==> src/swt_pkg.sv <==
/*
 * Shared constants and types of the suspend wake-up timer.
 * Assumes one 20 MHz clock that keeps running while the core is halted.
 */
package swt_pkg;
    localparam int CLK_HZ            = 20_000_000;
    localparam int CLK_NS            = 50;
    localparam int TICK_S            = 1;
    localparam int SEC_CYCLES        = TICK_S * CLK_HZ;
    localparam int WAKE_DELAY_CYCLES = 1024;
    localparam int LBR_SETTLE_NS     = 5000;
    localparam int LBR_SETTLE_CYCLES = (LBR_SETTLE_NS + CLK_NS - 1) / CLK_NS;

    localparam logic [7:0] IDX_PORTC    = 8'h16;
    localparam logic [7:0] IDX_INTERVAL = 8'h20;
    localparam logic [7:0] IDX_WAKE     = 8'h21;
    localparam logic [7:0] IDX_CFG      = 8'h22;
    localparam logic [7:0] IDX_WAKE_EN  = 8'h23;
    localparam logic [7:0] IDX_IRQ_STAT = 8'h24;
    localparam logic [7:0] IDX_IRQ_MASK = 8'h25;

    localparam int PORTC_AMP_DIS  = 0;
    localparam int PORTC_LBR_CTL  = 1;
    localparam int PORTC_CONV_EN  = 7;
    localparam int STAT_LBAT      = 0;
    localparam int STAT_LBR_RDY   = 1;
    localparam int STAT_LOWV      = 2;
    localparam int WK_INTERVAL    = 0;
    localparam int WK_PORT        = 1;
    localparam int WK_INT         = 2;
    localparam int WK_WDT         = 3;
    localparam int WK_MOUSE       = 4;
    localparam int CFG_LOWV_EN    = 0;
    localparam int CFG_WDT_EN     = 1;
    localparam int CFG_MOUSE      = 2;
    localparam int IRQ_INTERVAL   = 0;
    localparam int IRQ_WAKE       = 1;
    localparam int IRQ_LOWV       = 2;
    localparam int IRQ_LBR        = 3;

    localparam logic [7:0] PORTC_RESET = 8'h81;
    localparam logic [7:0] CFG_RESET   = 8'h01;
    localparam logic [7:0] ZERO8       = 8'h00;
    localparam logic [7:0] EDGE2_PINS  = 8'h30;
    localparam logic [1:0] RESP_OKAY   = 2'h0;
    localparam logic [1:0] RESP_SLVERR = 2'h2;

    typedef enum logic [1:0] {
        ST_RUN     = 2'b00,
        ST_SUSPEND = 2'b01,
        ST_WAKE    = 2'b10
    } swt_state_t;

    typedef struct packed {
        logic [11:0] awaddr;
        logic        awvalid;
        logic [31:0] wdata;
        logic [3:0]  wstrb;
        logic        wvalid;
        logic        bready;
        logic [11:0] araddr;
        logic        arvalid;
        logic        rready;
    } swt_axi_req_t;

    typedef struct packed {
        logic        awready;
        logic        wready;
        logic [1:0]  bresp;
        logic        bvalid;
        logic        arready;
        logic [31:0] rdata;
        logic [1:0]  rresp;
        logic        rvalid;
    } swt_axi_rsp_t;
endpackage : swt_pkg

==> src/swt_timer.sv <==
/*
 * Suspend wake-up timer with port C control and status, behind AXI4-Lite.
 * Assumes mclk keeps running in suspend; the core presents a one-cycle
 * haltExec pulse and stops itself while cpuHalted is high.
 */
// The implementer's own choice: the AXI4-Lite interface to the registers.
// What this block does
// RULE1 - Interval counter runs in suspend and wakes the core like a port wake.
// RULE2 - A wake caused by the interval sets the interval wake flag.
// RULE3 - Interval register is eight read/write bits, one second per count.
// RULE4 - Interval zero gives no timed wake; mode picks the remaining sources.
// RULE5 - Nonzero interval: port, watchdog, interrupt, reset or period ends suspend.
// RULE6 - Reading port C clears its status bits five to seven.
// RULE7 - Converter off while halted blocks the low-voltage reset.
// RULE8 - Low-voltage trip resets the core only when the option enables it.
// RULE9 - Firmware waits the settling time after raising the battery read control.
// RULE10 - Port C bit zero turns the transmit amplifier off.
// RULE11 - Port A pins wake per enable; pins four and five on both edges.
// RULE12 - Every wake waits 1024 clocks before the core resumes.
// RULE13 - Suspend is entered only by the halt instruction.
// RULE14 - Interval count restarts at suspend entry, ticking once per second.
module swt_timer #(
    parameter int unsigned TICK_CYCLES = swt_pkg::SEC_CYCLES
) (
    input  wire logic                   mclk,
    input  wire logic                   rst_b,
    input  wire swt_pkg::swt_axi_req_t  axiReq,
    output swt_pkg::swt_axi_rsp_t       axiRsp,
    input  wire logic [7:0]             portAPins,
    input  wire logic                   extIntPin,
    input  wire logic                   motionDetect,
    input  wire logic                   buttonLevel,
    input  wire logic                   lowBatteryDetector,
    input  wire logic                   lowVoltageResetMonitor,
    input  wire logic                   wdtExpire,
    input  wire logic                   haltExec,
    output logic                        cpuHalted,
    output logic                        wakeResume,
    output logic                        cpuResetReq,
    output logic                        amplifierDisableBit,
    output logic                        converterEnableBit,
    output logic                        lowBatteryReadControl,
    output logic                        irq
);
    localparam int PW = $clog2(TICK_CYCLES);
    localparam int SW = $clog2(swt_pkg::LBR_SETTLE_CYCLES + 1);
    localparam logic [PW-1:0] TICK_LAST = PW'(TICK_CYCLES - 1);
    localparam logic [SW-1:0] LBR_LAST  = SW'(swt_pkg::LBR_SETTLE_CYCLES - 1);
    localparam logic [9:0] WAKE_LAST = 10'(swt_pkg::WAKE_DELAY_CYCLES - 1);

    function automatic logic [7:0] regIdx(input logic [11:0] a);
        regIdx = a[9:2];
    endfunction : regIdx

    function automatic logic isMapped(input logic [11:0] a);
        logic [7:0] i;
        i = regIdx(a);
        isMapped = (a[11:10] == 2'h0) &&
                   (i == swt_pkg::IDX_PORTC || (i >= swt_pkg::IDX_INTERVAL &&
                    i <= swt_pkg::IDX_IRQ_MASK));
    endfunction : isMapped

    // Pins and detector outputs are asynchronous; stage three only feeds edge logic.
    logic [12:0] syncA, syncB, syncC;
    always_ff @(posedge mclk) begin
        if (!rst_b) begin
            syncA <= 13'h0000;
            syncB <= 13'h0000;
            syncC <= 13'h0000;
        end else begin
            syncA <= {lowVoltageResetMonitor, lowBatteryDetector, buttonLevel,
                      motionDetect, extIntPin, portAPins};
            syncB <= syncA;
            syncC <= syncB;
        end
    end

    logic [7:0] pinFall, pinRise;
    logic       intFall, mouseEvt, lowBatSync, lowvSync;
    assign pinFall    = syncC[7:0] & ~syncB[7:0];
    assign pinRise    = ~syncC[7:0] & syncB[7:0];
    assign intFall    = syncC[8] & ~syncB[8];
    assign mouseEvt   = (~syncC[9] & syncB[9]) | (syncC[10] ^ syncB[10]);
    assign lowBatSync = syncB[11];
    assign lowvSync   = syncB[12];

    swt_pkg::swt_state_t state;
    logic [7:0]    suspendWakeInterval, cfg, wakeEn, irqStat, irqMask;
    logic [7:0]    portCCtl;
    logic [2:0]    portCReadClearStatus;
    logic [4:0]    wakeCause;
    logic [PW-1:0] prescale;
    logic [7:0]    secCount;
    logic [9:0]    wakeCnt;
    logic [SW-1:0] settleCnt;

    logic secTick, timerHit, portWake, wdtWake, nonZero, mouseMode;
    logic anyWake, lvrHit, lbrDone;
    assign secTick   = (prescale == TICK_LAST);
    assign nonZero   = (suspendWakeInterval != swt_pkg::ZERO8);
    assign mouseMode = cfg[swt_pkg::CFG_MOUSE];
    assign timerHit  = (state == swt_pkg::ST_SUSPEND) && secTick && nonZero &&
                       (8'(secCount + 8'h01) == suspendWakeInterval); // RULE1 RULE3 RULE4
    assign portWake  = |(wakeEn & pinFall) |
                       |(wakeEn & pinRise & swt_pkg::EDGE2_PINS); // RULE11
    assign wdtWake   = wdtExpire && cfg[swt_pkg::CFG_WDT_EN];

    logic [4:0] cause;
    always_comb begin
        cause = 5'h00;
        if (mouseMode) begin
            cause[swt_pkg::WK_MOUSE] = mouseEvt; // RULE4
        end else begin
            cause[swt_pkg::WK_PORT] = portWake; // RULE4
            cause[swt_pkg::WK_INT]  = intFall;
        end
        if (nonZero) begin
            cause[swt_pkg::WK_PORT]     = portWake; // RULE5
            cause[swt_pkg::WK_INT]      = intFall;
            cause[swt_pkg::WK_WDT]      = wdtWake;
            cause[swt_pkg::WK_INTERVAL] = timerHit;
        end
    end
    assign anyWake = (state == swt_pkg::ST_SUSPEND) && (cause != 5'h00);

    // The timed wake joins the same wake path as the port pins.
    always_ff @(posedge mclk) begin
        if (!rst_b) begin
            state      <= swt_pkg::ST_RUN;
            cpuHalted  <= 1'b0;
            wakeResume <= 1'b0;
            wakeCnt    <= 10'h000;
            wakeCause  <= 5'h00;
        end else begin
            wakeResume <= 1'b0;
            unique case (state)
                swt_pkg::ST_RUN: begin
                    if (haltExec) begin
                        state     <= swt_pkg::ST_SUSPEND; // RULE13
                        cpuHalted <= 1'b1;
                        wakeCause <= 5'h00;
                    end
                end
                swt_pkg::ST_SUSPEND: begin
                    if (anyWake) begin
                        state     <= swt_pkg::ST_WAKE; // RULE1
                        wakeCnt   <= 10'h000;
                        wakeCause <= cause; // RULE2
                    end
                end
                swt_pkg::ST_WAKE: begin
                    wakeCnt <= 10'(wakeCnt + 10'h001);
                    if (wakeCnt == WAKE_LAST) begin
                        state      <= swt_pkg::ST_RUN; // RULE12
                        cpuHalted  <= 1'b0;
                        wakeResume <= 1'b1;
                    end
                end
                default: begin
                    state     <= swt_pkg::ST_RUN;
                    cpuHalted <= 1'b0;
                end
            endcase
        end
    end

    // The prescaler restarts at entry so the first interval is a full second.
    always_ff @(posedge mclk) begin
        if (!rst_b) begin
            prescale <= '0;
            secCount <= 8'h00;
        end else if (state != swt_pkg::ST_SUSPEND) begin
            prescale <= '0; // RULE14
            secCount <= 8'h00;
        end else begin
            prescale <= secTick ? '0 : PW'(prescale + 1'b1); // RULE14
            if (secTick) begin
                secCount <= 8'(secCount + 8'h01);
            end
        end
    end

    // Settling count for the battery read; firmware should poll the ready bit.
    assign lbrDone = portCCtl[swt_pkg::PORTC_LBR_CTL] && (settleCnt == LBR_LAST); // RULE9
    always_ff @(posedge mclk) begin
        if (!rst_b || !portCCtl[swt_pkg::PORTC_LBR_CTL]) begin
            settleCnt <= '0;
        end else if (settleCnt <= LBR_LAST) begin
            settleCnt <= SW'(settleCnt + 1'b1);
        end
    end

    assign lvrHit = lowvSync && cfg[swt_pkg::CFG_LOWV_EN] && // RULE8
                    !(!portCCtl[swt_pkg::PORTC_CONV_EN] && cpuHalted); // RULE7
    always_ff @(posedge mclk) begin
        if (!rst_b) begin
            cpuResetReq <= 1'b0;
        end else begin
            cpuResetReq <= lvrHit; // RULE8
        end
    end

    // Bus slave: one write and one read in flight, address and data in any order.
    logic        awHeld, wHeld, doWrite, rdTake, rdPortC;
    logic [11:0] awAddrQ;
    logic [31:0] wDataQ;
    logic        wLane0;
    logic [7:0]  wIdx, wByte;
    assign doWrite = awHeld && wHeld && !axiRsp.bvalid;
    assign wIdx    = regIdx(awAddrQ);
    assign wByte   = wDataQ[7:0];
    assign rdTake  = axiReq.arvalid && axiRsp.arready;
    assign rdPortC = rdTake && isMapped(axiReq.araddr) &&
                     regIdx(axiReq.araddr) == swt_pkg::IDX_PORTC;

    function automatic logic wrHit(input logic [7:0] idx);
        wrHit = doWrite && wLane0 && isMapped(awAddrQ) && (wIdx == idx);
    endfunction : wrHit

    always_ff @(posedge mclk) begin
        if (!rst_b) begin
            axiRsp.awready <= 1'b1;
            axiRsp.wready  <= 1'b1;
            axiRsp.bvalid  <= 1'b0;
            axiRsp.bresp   <= swt_pkg::RESP_OKAY;
            awHeld         <= 1'b0;
            wHeld          <= 1'b0;
            awAddrQ        <= 12'h000;
            wDataQ         <= 32'h0000_0000;
            wLane0         <= 1'b0;
        end else begin
            if (axiReq.awvalid && axiRsp.awready) begin
                awHeld         <= 1'b1;
                awAddrQ        <= axiReq.awaddr;
                axiRsp.awready <= 1'b0;
            end
            if (axiReq.wvalid && axiRsp.wready) begin
                wHeld         <= 1'b1;
                wDataQ        <= axiReq.wdata;
                wLane0        <= axiReq.wstrb[0];
                axiRsp.wready <= 1'b0;
            end
            if (doWrite) begin
                axiRsp.bvalid <= 1'b1;
                axiRsp.bresp  <= isMapped(awAddrQ) ? swt_pkg::RESP_OKAY
                                                   : swt_pkg::RESP_SLVERR;
            end
            if (axiRsp.bvalid && axiReq.bready) begin
                axiRsp.bvalid  <= 1'b0;
                awHeld         <= 1'b0;
                wHeld          <= 1'b0;
                axiRsp.awready <= 1'b1;
                axiRsp.wready  <= 1'b1;
            end
        end
    end

    always_ff @(posedge mclk) begin
        if (!rst_b) begin
            axiRsp.arready <= 1'b1;
            axiRsp.rvalid  <= 1'b0;
            axiRsp.rdata   <= 32'h0000_0000;
            axiRsp.rresp   <= swt_pkg::RESP_OKAY;
        end else if (rdTake) begin
            axiRsp.arready <= 1'b0;
            axiRsp.rvalid  <= 1'b1;
            axiRsp.rresp   <= isMapped(axiReq.araddr) ? swt_pkg::RESP_OKAY
                                                      : swt_pkg::RESP_SLVERR;
            unique case (isMapped(axiReq.araddr) ? regIdx(axiReq.araddr) : 8'hFF)
                swt_pkg::IDX_PORTC:    axiRsp.rdata <= {24'h0, portCReadClearStatus,
                                                        portCCtl[4:0]};
                swt_pkg::IDX_INTERVAL: axiRsp.rdata <= {24'h0, suspendWakeInterval};
                swt_pkg::IDX_WAKE:     axiRsp.rdata <= {27'h0, wakeCause};
                swt_pkg::IDX_CFG:      axiRsp.rdata <= {24'h0, cfg};
                swt_pkg::IDX_WAKE_EN:  axiRsp.rdata <= {24'h0, wakeEn};
                swt_pkg::IDX_IRQ_STAT: axiRsp.rdata <= {24'h0, irqStat};
                swt_pkg::IDX_IRQ_MASK: axiRsp.rdata <= {24'h0, irqMask};
                default:               axiRsp.rdata <= 32'h0000_0000;
            endcase
        end else if (axiRsp.rvalid && axiReq.rready) begin
            axiRsp.rvalid  <= 1'b0;
            axiRsp.arready <= 1'b1;
        end
    end

    always_ff @(posedge mclk) begin
        if (!rst_b) begin
            suspendWakeInterval <= 8'h00;
            cfg                 <= swt_pkg::CFG_RESET;
            wakeEn              <= 8'h00;
            irqMask             <= 8'h00;
            portCCtl            <= swt_pkg::PORTC_RESET;
        end else begin
            if (wrHit(swt_pkg::IDX_INTERVAL)) suspendWakeInterval <= wByte; // RULE3
            if (wrHit(swt_pkg::IDX_CFG))      cfg     <= wByte;
            if (wrHit(swt_pkg::IDX_WAKE_EN))  wakeEn  <= wByte; // RULE11
            if (wrHit(swt_pkg::IDX_IRQ_MASK)) irqMask <= wByte;
            if (wrHit(swt_pkg::IDX_PORTC))    portCCtl <= wByte;
        end
    end

    // A status set in the same cycle as the clearing read survives it.
    logic [2:0] statSet;
    assign statSet = {lvrHit, lbrDone, lbrDone && lowBatSync};
    always_ff @(posedge mclk) begin
        if (!rst_b) begin
            portCReadClearStatus <= 3'h0;
        end else begin
            portCReadClearStatus <= (portCReadClearStatus & ~{3{rdPortC}}) | statSet; // RULE6
        end
    end

    logic [7:0] irqEvt, next_irqStat;
    always_comb begin
        irqEvt = 8'h00;
        irqEvt[swt_pkg::IRQ_INTERVAL] = timerHit;
        irqEvt[swt_pkg::IRQ_WAKE]     = anyWake;
        irqEvt[swt_pkg::IRQ_LOWV]     = lvrHit;
        irqEvt[swt_pkg::IRQ_LBR]      = lbrDone;
        next_irqStat = irqStat;
        if (wrHit(swt_pkg::IDX_IRQ_STAT)) begin
            next_irqStat = irqStat & ~wByte;
        end
        next_irqStat = next_irqStat | irqEvt;
    end

    always_ff @(posedge mclk) begin
        if (!rst_b) begin
            irqStat               <= 8'h00;
            irq                   <= 1'b0;
            amplifierDisableBit   <= 1'b1;
            converterEnableBit    <= 1'b1;
            lowBatteryReadControl <= 1'b0;
        end else begin
            irqStat               <= next_irqStat;
            irq                   <= |(next_irqStat & irqMask);
            amplifierDisableBit   <= portCCtl[swt_pkg::PORTC_AMP_DIS]; // RULE10
            converterEnableBit    <= portCCtl[swt_pkg::PORTC_CONV_EN];
            lowBatteryReadControl <= portCCtl[swt_pkg::PORTC_LBR_CTL];
        end
    end
endmodule : swt_timer

==> config.mk <==
export PLATFORM = sky130hd
export DESIGN_NAME = swt_timer
export DESIGN_NICKNAME = d
export VERILOG_FILES = /design/src/swt_pkg.sv /design/src/swt_timer.sv
export SDC_FILE = /design/constraint.sdc
export NUM_CORES = 1
export LEC_CHECK = 0
export BUFFER_PORTS_ARGS = -buffer_cell sky130_fd_sc_hd__buf_2
export CORE_MARGIN = 3
export CORE_UTILIZATION = 50
export DETAILED_ROUTE_END_ITERATION = 8
export PLACE_DENSITY = 0.73
export SYNTH_ARGS = -nofsm -noshare
export SYNTH_HDL_FRONTEND = slang
export SYNTH_SLANG_ARGS = --single-unit
==> constraint.sdc <==
create_clock -name mclk -period 6.3 [get_ports mclk]
set_input_delay 0.63 -clock mclk [delete_from_list [all_inputs] [get_ports mclk]]
set_output_delay 0.63 -clock mclk [all_outputs]
set_load 0.1 [all_outputs]
# [Yosys cells after proc, flatten, opt, wreduce, memory -nomap -nowiden]
# Cells that the tools add are included.
[totals] out_inout_bits=48 elab_cells=174 ff_bits=216
[classes] n_lt_le_gt_ge=5 n_eq_ne=24 addsub=4 reduce_logical=58 bitwise=22 n_mux=25
[ops] op="8-bit by 6-bit == test with 1-bit output, second input constant" n=11
[ops] op="8-bit one-hot mux with 7 select lines" n=1
[ops] op="8-bit AND" n=4
[ops] op="1-bit logical AND" n=31
[ops] op="25-bit by 1-bit adder with 25-bit output, second input constant" n=1
[ops] op="25-bit == test, second input constant" n=1
[ops] op="8-bit by 5-bit == test with 1-bit output, second input constant" n=3
[ops] op="10-bit one-hot mux with 2 select lines" n=1
[ops] op="8-bit by 6-bit >= comparator with 1-bit output, second input constant" n=2
[ops] op="8-bit by 6-bit <= comparator with 1-bit output, second input constant" n=2
[ops] op="8-bit two-way mux" n=2
[ops] op="8-bit NOT" n=2
[ops] op="8-bit OR reduction" n=2
[ops] op="6-bit AND" n=2
[ops] op="2-bit two-way mux" n=6
[ops] op="10-bit by 1-bit adder with 10-bit output, second input constant" n=1
[ops] op="10-bit == test, second input constant" n=1
[ops] op="10-bit two-way mux" n=1
[ops] op="5-bit two-way mux" n=2
[ops] op="5-bit one-hot mux with 2 select lines" n=1
[ops] op="3-bit AND reduction" n=3
[ops] op="8-bit by 1-bit adder with 8-bit output, second input constant" n=1
[ops] op="8-bit == test" n=1
[ops] op="1-bit two-way mux" n=8
[ops] op="28 further kinds" n=48

# [Longest topological paths before layout]
[depth] depth_word=12 mapped_depth=8 mapped_depth_nobuf=7

# [Worst setup path after synthesis]
# No wires, ideal clock.
[synth_timing] kind="input port to flip-flop" start="input axiReq[13] (netlist name)" end="register axiRsp[10] (netlist name)" slack_ns=3.986 arrival_time_ns=2.242 stages=8 n_path_buf=2 path_cell_list="or3_4 > or2_0 > buf_2 > or4_4 > buf_6 > nor2_2 > a221oi_1 > o21ai_1"
[synth_between] elab_chain_len=5 elab_cells_between_ends=11 cone_classes="eq/ne: 7; mux: 2; reduce/logical: 2"
[synth_rtl] element="start, declared" line="swt_timer.sv:27" source="input wire swt_pkg::swt_axi_req_t axiReq,"
[synth_rtl] element="2-bit zero test (*)" line="swt_timer.sv:58" source="isMapped = (a[11:10] == 2'h0) &&"
[synth_rtl] element="1-bit logical AND (*)" line="swt_timer.sv:58"
[synth_rtl] element="8-bit two-way mux (*)" line="swt_timer.sv:269" source="unique case (isMapped(axiReq.araddr) ? regIdx(axiReq.araddr) : 8'hFF)"
[synth_rtl] element="8-bit by 6-bit == test with 1-bit output / 8-bit by 5-bit == test with 1-bit output (equally long branches)" line="swt_timer.sv:269"
[synth_rtl] element="8-bit one-hot mux with 7 select lines (*)" line="swt_timer.sv:269"
[synth_rtl] element="end, declared" line="swt_timer.sv:28" source="output swt_pkg::swt_axi_rsp_t axiRsp,"
# Every way passes the cells marked *; elsewhere a longest branch is shown, timed or not.
# A chain may end at the register's enable or synchronous reset.

# [Worst setup path after layout]
[layout_timing] start="register prescale[20]" end="register wakeCnt[1]"
[layout_between] elab_chain_len=9
[layout_rtl] element="start, declared" line="swt_timer.sv:92" source="logic [PW-1:0] prescale;"
[layout_rtl] element="start signal, assigned" line="swt_timer.sv:176" source="prescale <= secTick ? '0 : PW'(prescale + 1'b1);"
[layout_rtl] element="25-bit == test" line="swt_timer.sv:99" source="assign secTick = (prescale == TICK_LAST);"
[layout_rtl] element="1-bit logical AND (3 in series)" line="swt_timer.sv:102" source="assign timerHit = (state == swt_pkg::ST_SUSPEND) && secTick && nonZero &&"
[layout_rtl] element="4-bit two-way mux" line="swt_timer.sv:117" source="if (nonZero) begin"
[layout_rtl] element="5-bit nonzero test" line="swt_timer.sv:124" source="assign anyWake = (state == swt_pkg::ST_SUSPEND) && (cause != 5'h00);"
[layout_rtl] element="1-bit logical AND" line="swt_timer.sv:124"
[layout_rtl] element="2-bit != test (no source line)"
[layout_rtl] element="2-bit AND reduction (no source line)"
[layout_rtl] element="end signal, assigned" line="swt_timer.sv:152" source="wakeCnt <= 10'(wakeCnt + 10'h001);"
[layout_rtl] element="end, declared" line="swt_timer.sv:94" source="logic [9:0] wakeCnt;"
# Every way passes these cells.

==> reports/results.txt <==
Status: complete, no violations
Postcts setup bufs: 0
Top cell type by total area after synthesis: dfxtp_1
Pin count of the biggest net entering global routing: 64
Fraction of layout instances using a drive strength above 1: 12.71%
Ports: 130
P&R area growth vs syn: 11.73%
Hold Violations, Final: 0
RSZ-0062 raised after global routing: false
Synth top area share: 46.28%
Avg Cell Area, Syn: 8.641 um2
Ant diodes: 0
Clock Root Buffer: clkbuf_16
GRT Total Usage: 20.04%
Num CTS Buffers: 17
Routed WL per cell: 14.58 um
Hold buffers post-CTS: 0
Period minus WS final: 2677 ps
Total power: 2.427 mW
# Max-Cap Violations: 0
Synth cell types: 69
DRT Wirelength: 17.64 mm
First-pass GRT wire length: 29.31 mm
DRT antenna net count: 0
Initial Utilization: 51.96%
Post-route DRC violation count: 0
WP data arrival: 2960 ps
Final setup violating endpoints: 0
Flops & latches, synth: 186
Worst vdd ir: 0.1960 mV
Initial antenna violation count: 0
Critical path required time: 6590 ps
Worst-path fanout max: 11
CTS sink cnt: 186
Vias in the first global route: 5947
Top post-synthesis cells by area: dfxtp_1 (46%), nand2_1 (6.3%), nor2_1 (4.5%), xor2_1 (3.9%), a21oi_1 (3.6%)
Mapped Cells: 931
HPWL Detailed: 12.39 mm
Post-synth EDFFs: 0
CTS resizes: 0
Endpoint class of the critical path: flip-flop
Fin crit share: 42.49%
CTS tree: built
Placed Area: 0.008437 mm2
Worst Max-Slew Pin Slew: 974.5 ps
Die ar.: 0.01765 mm2
Routability cong.: 0.8438
CTS H-tree lvls: 4
Leak: 3.396 nW
Maximum clock path buffer count: 2
Port Buf Inserts: 72
GRT overflow: 0
Async SR Flop Fraction: 0%
Synthesized cell area: 0.008045 mm2
Fmax: 373.5 MHz
Fillcell total: 1369
Initial DRT Pass Iterations: 6
Pwr/cell area: 270.1 mW/mm2
Reg clk slew, reported paths: 70 ps
Vias per Instance: 5.367
Critical path class: reg -> reg
Slew Viols, Final: 0
Latest clock arrival within the worst-skew pair: 430 ps
Synth Flop Type: dfxtp_1
Chip height: 132.9 um
DR iter-0 viols: 413
Worst rel slew slack: 35.03%
FP Rows: 45
Place WS: 3493 ps
Via count: 6494
CP startpoint kind: flip-flop
Post-synthesis sequential area ratio: 46.28%
Hold WC Path Type: in -> reg
Ys Warns: 0
Core area: 0.01548 mm2
Die Wd: 132.9 um
Post-Layout Inst Area: 0.008989 mm2
Final worst setup slack: 3623 ps
Worst Clk Skew: 6.687 ps
# nets final: 1073
Final TNS setup: 0 ps
==> cell usage in the layout (no fill, tap or decap), drive strengths merged, types with 4 or more instances in the layout <==
master    n
nand4    18
a211oi    8
or4       6
o21a      7
xor2     36
a221oi    4
and2     42
nand2b    8
nor4b     5
nor3     17
clkbuf   17
nand2   134
and3b     5
nor4     10
o22ai    10
a22o      8
conb     26
nand3    44
inv      28
mux2i    25
buf      78
a21oi    58
nor2b     8
dfxtp   186
or3       5
and3      6
xnor2    17
nor2     99
a31oi     5
ha        4
o21ai    27
nand3b    4
==> cell usage after synthesis, drive strengths merged (4+ instances only) <==
cell / n
dfxtp: 186
nand2: 134
nor2: 99
a21oi: 58
nand3: 44
and2: 42
buf: 41
xor2: 36
o21ai: 27
clkbuf: 25
mux2i: 25
inv: 18
nand4: 18
nor3: 17
xnor2: 17
nor4: 10
o22ai: 10
a211oi: 8
a22o: 8
nand2b: 8
nor2b: 8
o21a: 7
and3: 6
or4: 6
a31oi: 5
and3b: 5
nor4b: 5
or3: 5
a221oi: 4
ha: 4
nand3b: 4
==> report_power, final <==
group / internal, mW / leakage, nW / switching (mW)
sequential: 1.20 / 1.51 / 0.0227
combinational: 0.0398 / 1.62 / 0.157
clock: 0.520 / 0.269 / 0.488
==> final cells by class <==
cell class,count,area [um2],area share (%)
multi-input combinational,685,3973,44.20
sequential,186,3724,41.43
clock buffer,17,425.4,4.733
timing repair buffer,78,405.4,4.510
tap,211,264.0,2.937
clock inverter,14,126.4,1.406
inverter,19,71.32,0.7934
==> worst max-delay path, stage by stage, from the launching register on <==
cell,delay [ps]
dfxtp_1,400
nand2_1,130
or4_1,520
nor3_1,230
nand4_1,270
o22ai_1,820
o21ai_1,150
==> metrics by stage <==
stage                     cells  hold slack [ps]  util (%)
after floorplan             956            411.9         -
after global placement     1179            413.5     54.49
after detailed placement   1179            418.3     54.49
after CTS                  1210            383.1     58.05
after global routing       1210            379.5     58.05
final                      1210            399.8     58.05
==> flip-flops by register name, summed over array words and instances, names as in the netlist, 2 cells and up <==
register              cells
state                     2
suspendWakeInterval       8
settleCnt                 7
portCReadClearStatus      3
wakeCause                 5
awAddrQ                  10
portCCtl                  6
wDataQ                    8
irqMask                   8
syncC                    11
syncB                    13
cfg                       8
axiRsp                   15
syncA                    13
prescale                 25
secCount                  8
irqStat                   8
wakeEn                    8
wakeCnt                  10
==> path summary, 6_finish.rpt <==
check	cells after the start	slack (ps)	end	start
setup / recovery	6	3620	wakeCnt[1]	prescale[20]
hold / removal	2	400	syncA[0]	portAPins[0]
setup reg to reg	6	3620	wakeCnt[1]	prescale[20]
hold reg to reg	1	430	syncB[0]	syncA[0]
==> logic make-up after synthesis <==
family | Yosys count | share of synthesized area [%]
adder cells (fa/ha/maj) | 4 | 0.6221
AO/OA/AOI/OAI | 149 | 11.73
other | 1 | 0.04661
flip-flops | 186 | 46.28
multiplexers | 25 | 3.110
AND/OR/NAND/NOR | 428 | 26.86
XOR/XNOR | 53 | 5.770
buffers and inverters | 85 | 5.583
==> layer usage <==
metal / global-route usage (%) / vias up / routed length [um] / share of wire (%)
li1: - / 3270 / - / -
met1: 29.25 / 2992 / 8293 / 47
met2: 29.26 / 210 / 7833 / 44
met3: 4.829 / 22 / 1232 / 7.0
met4: 6.178 / 0 / 281 / 1.6
met5: 0 / - / 0 / 0
(Power assumes the default switching activity.)
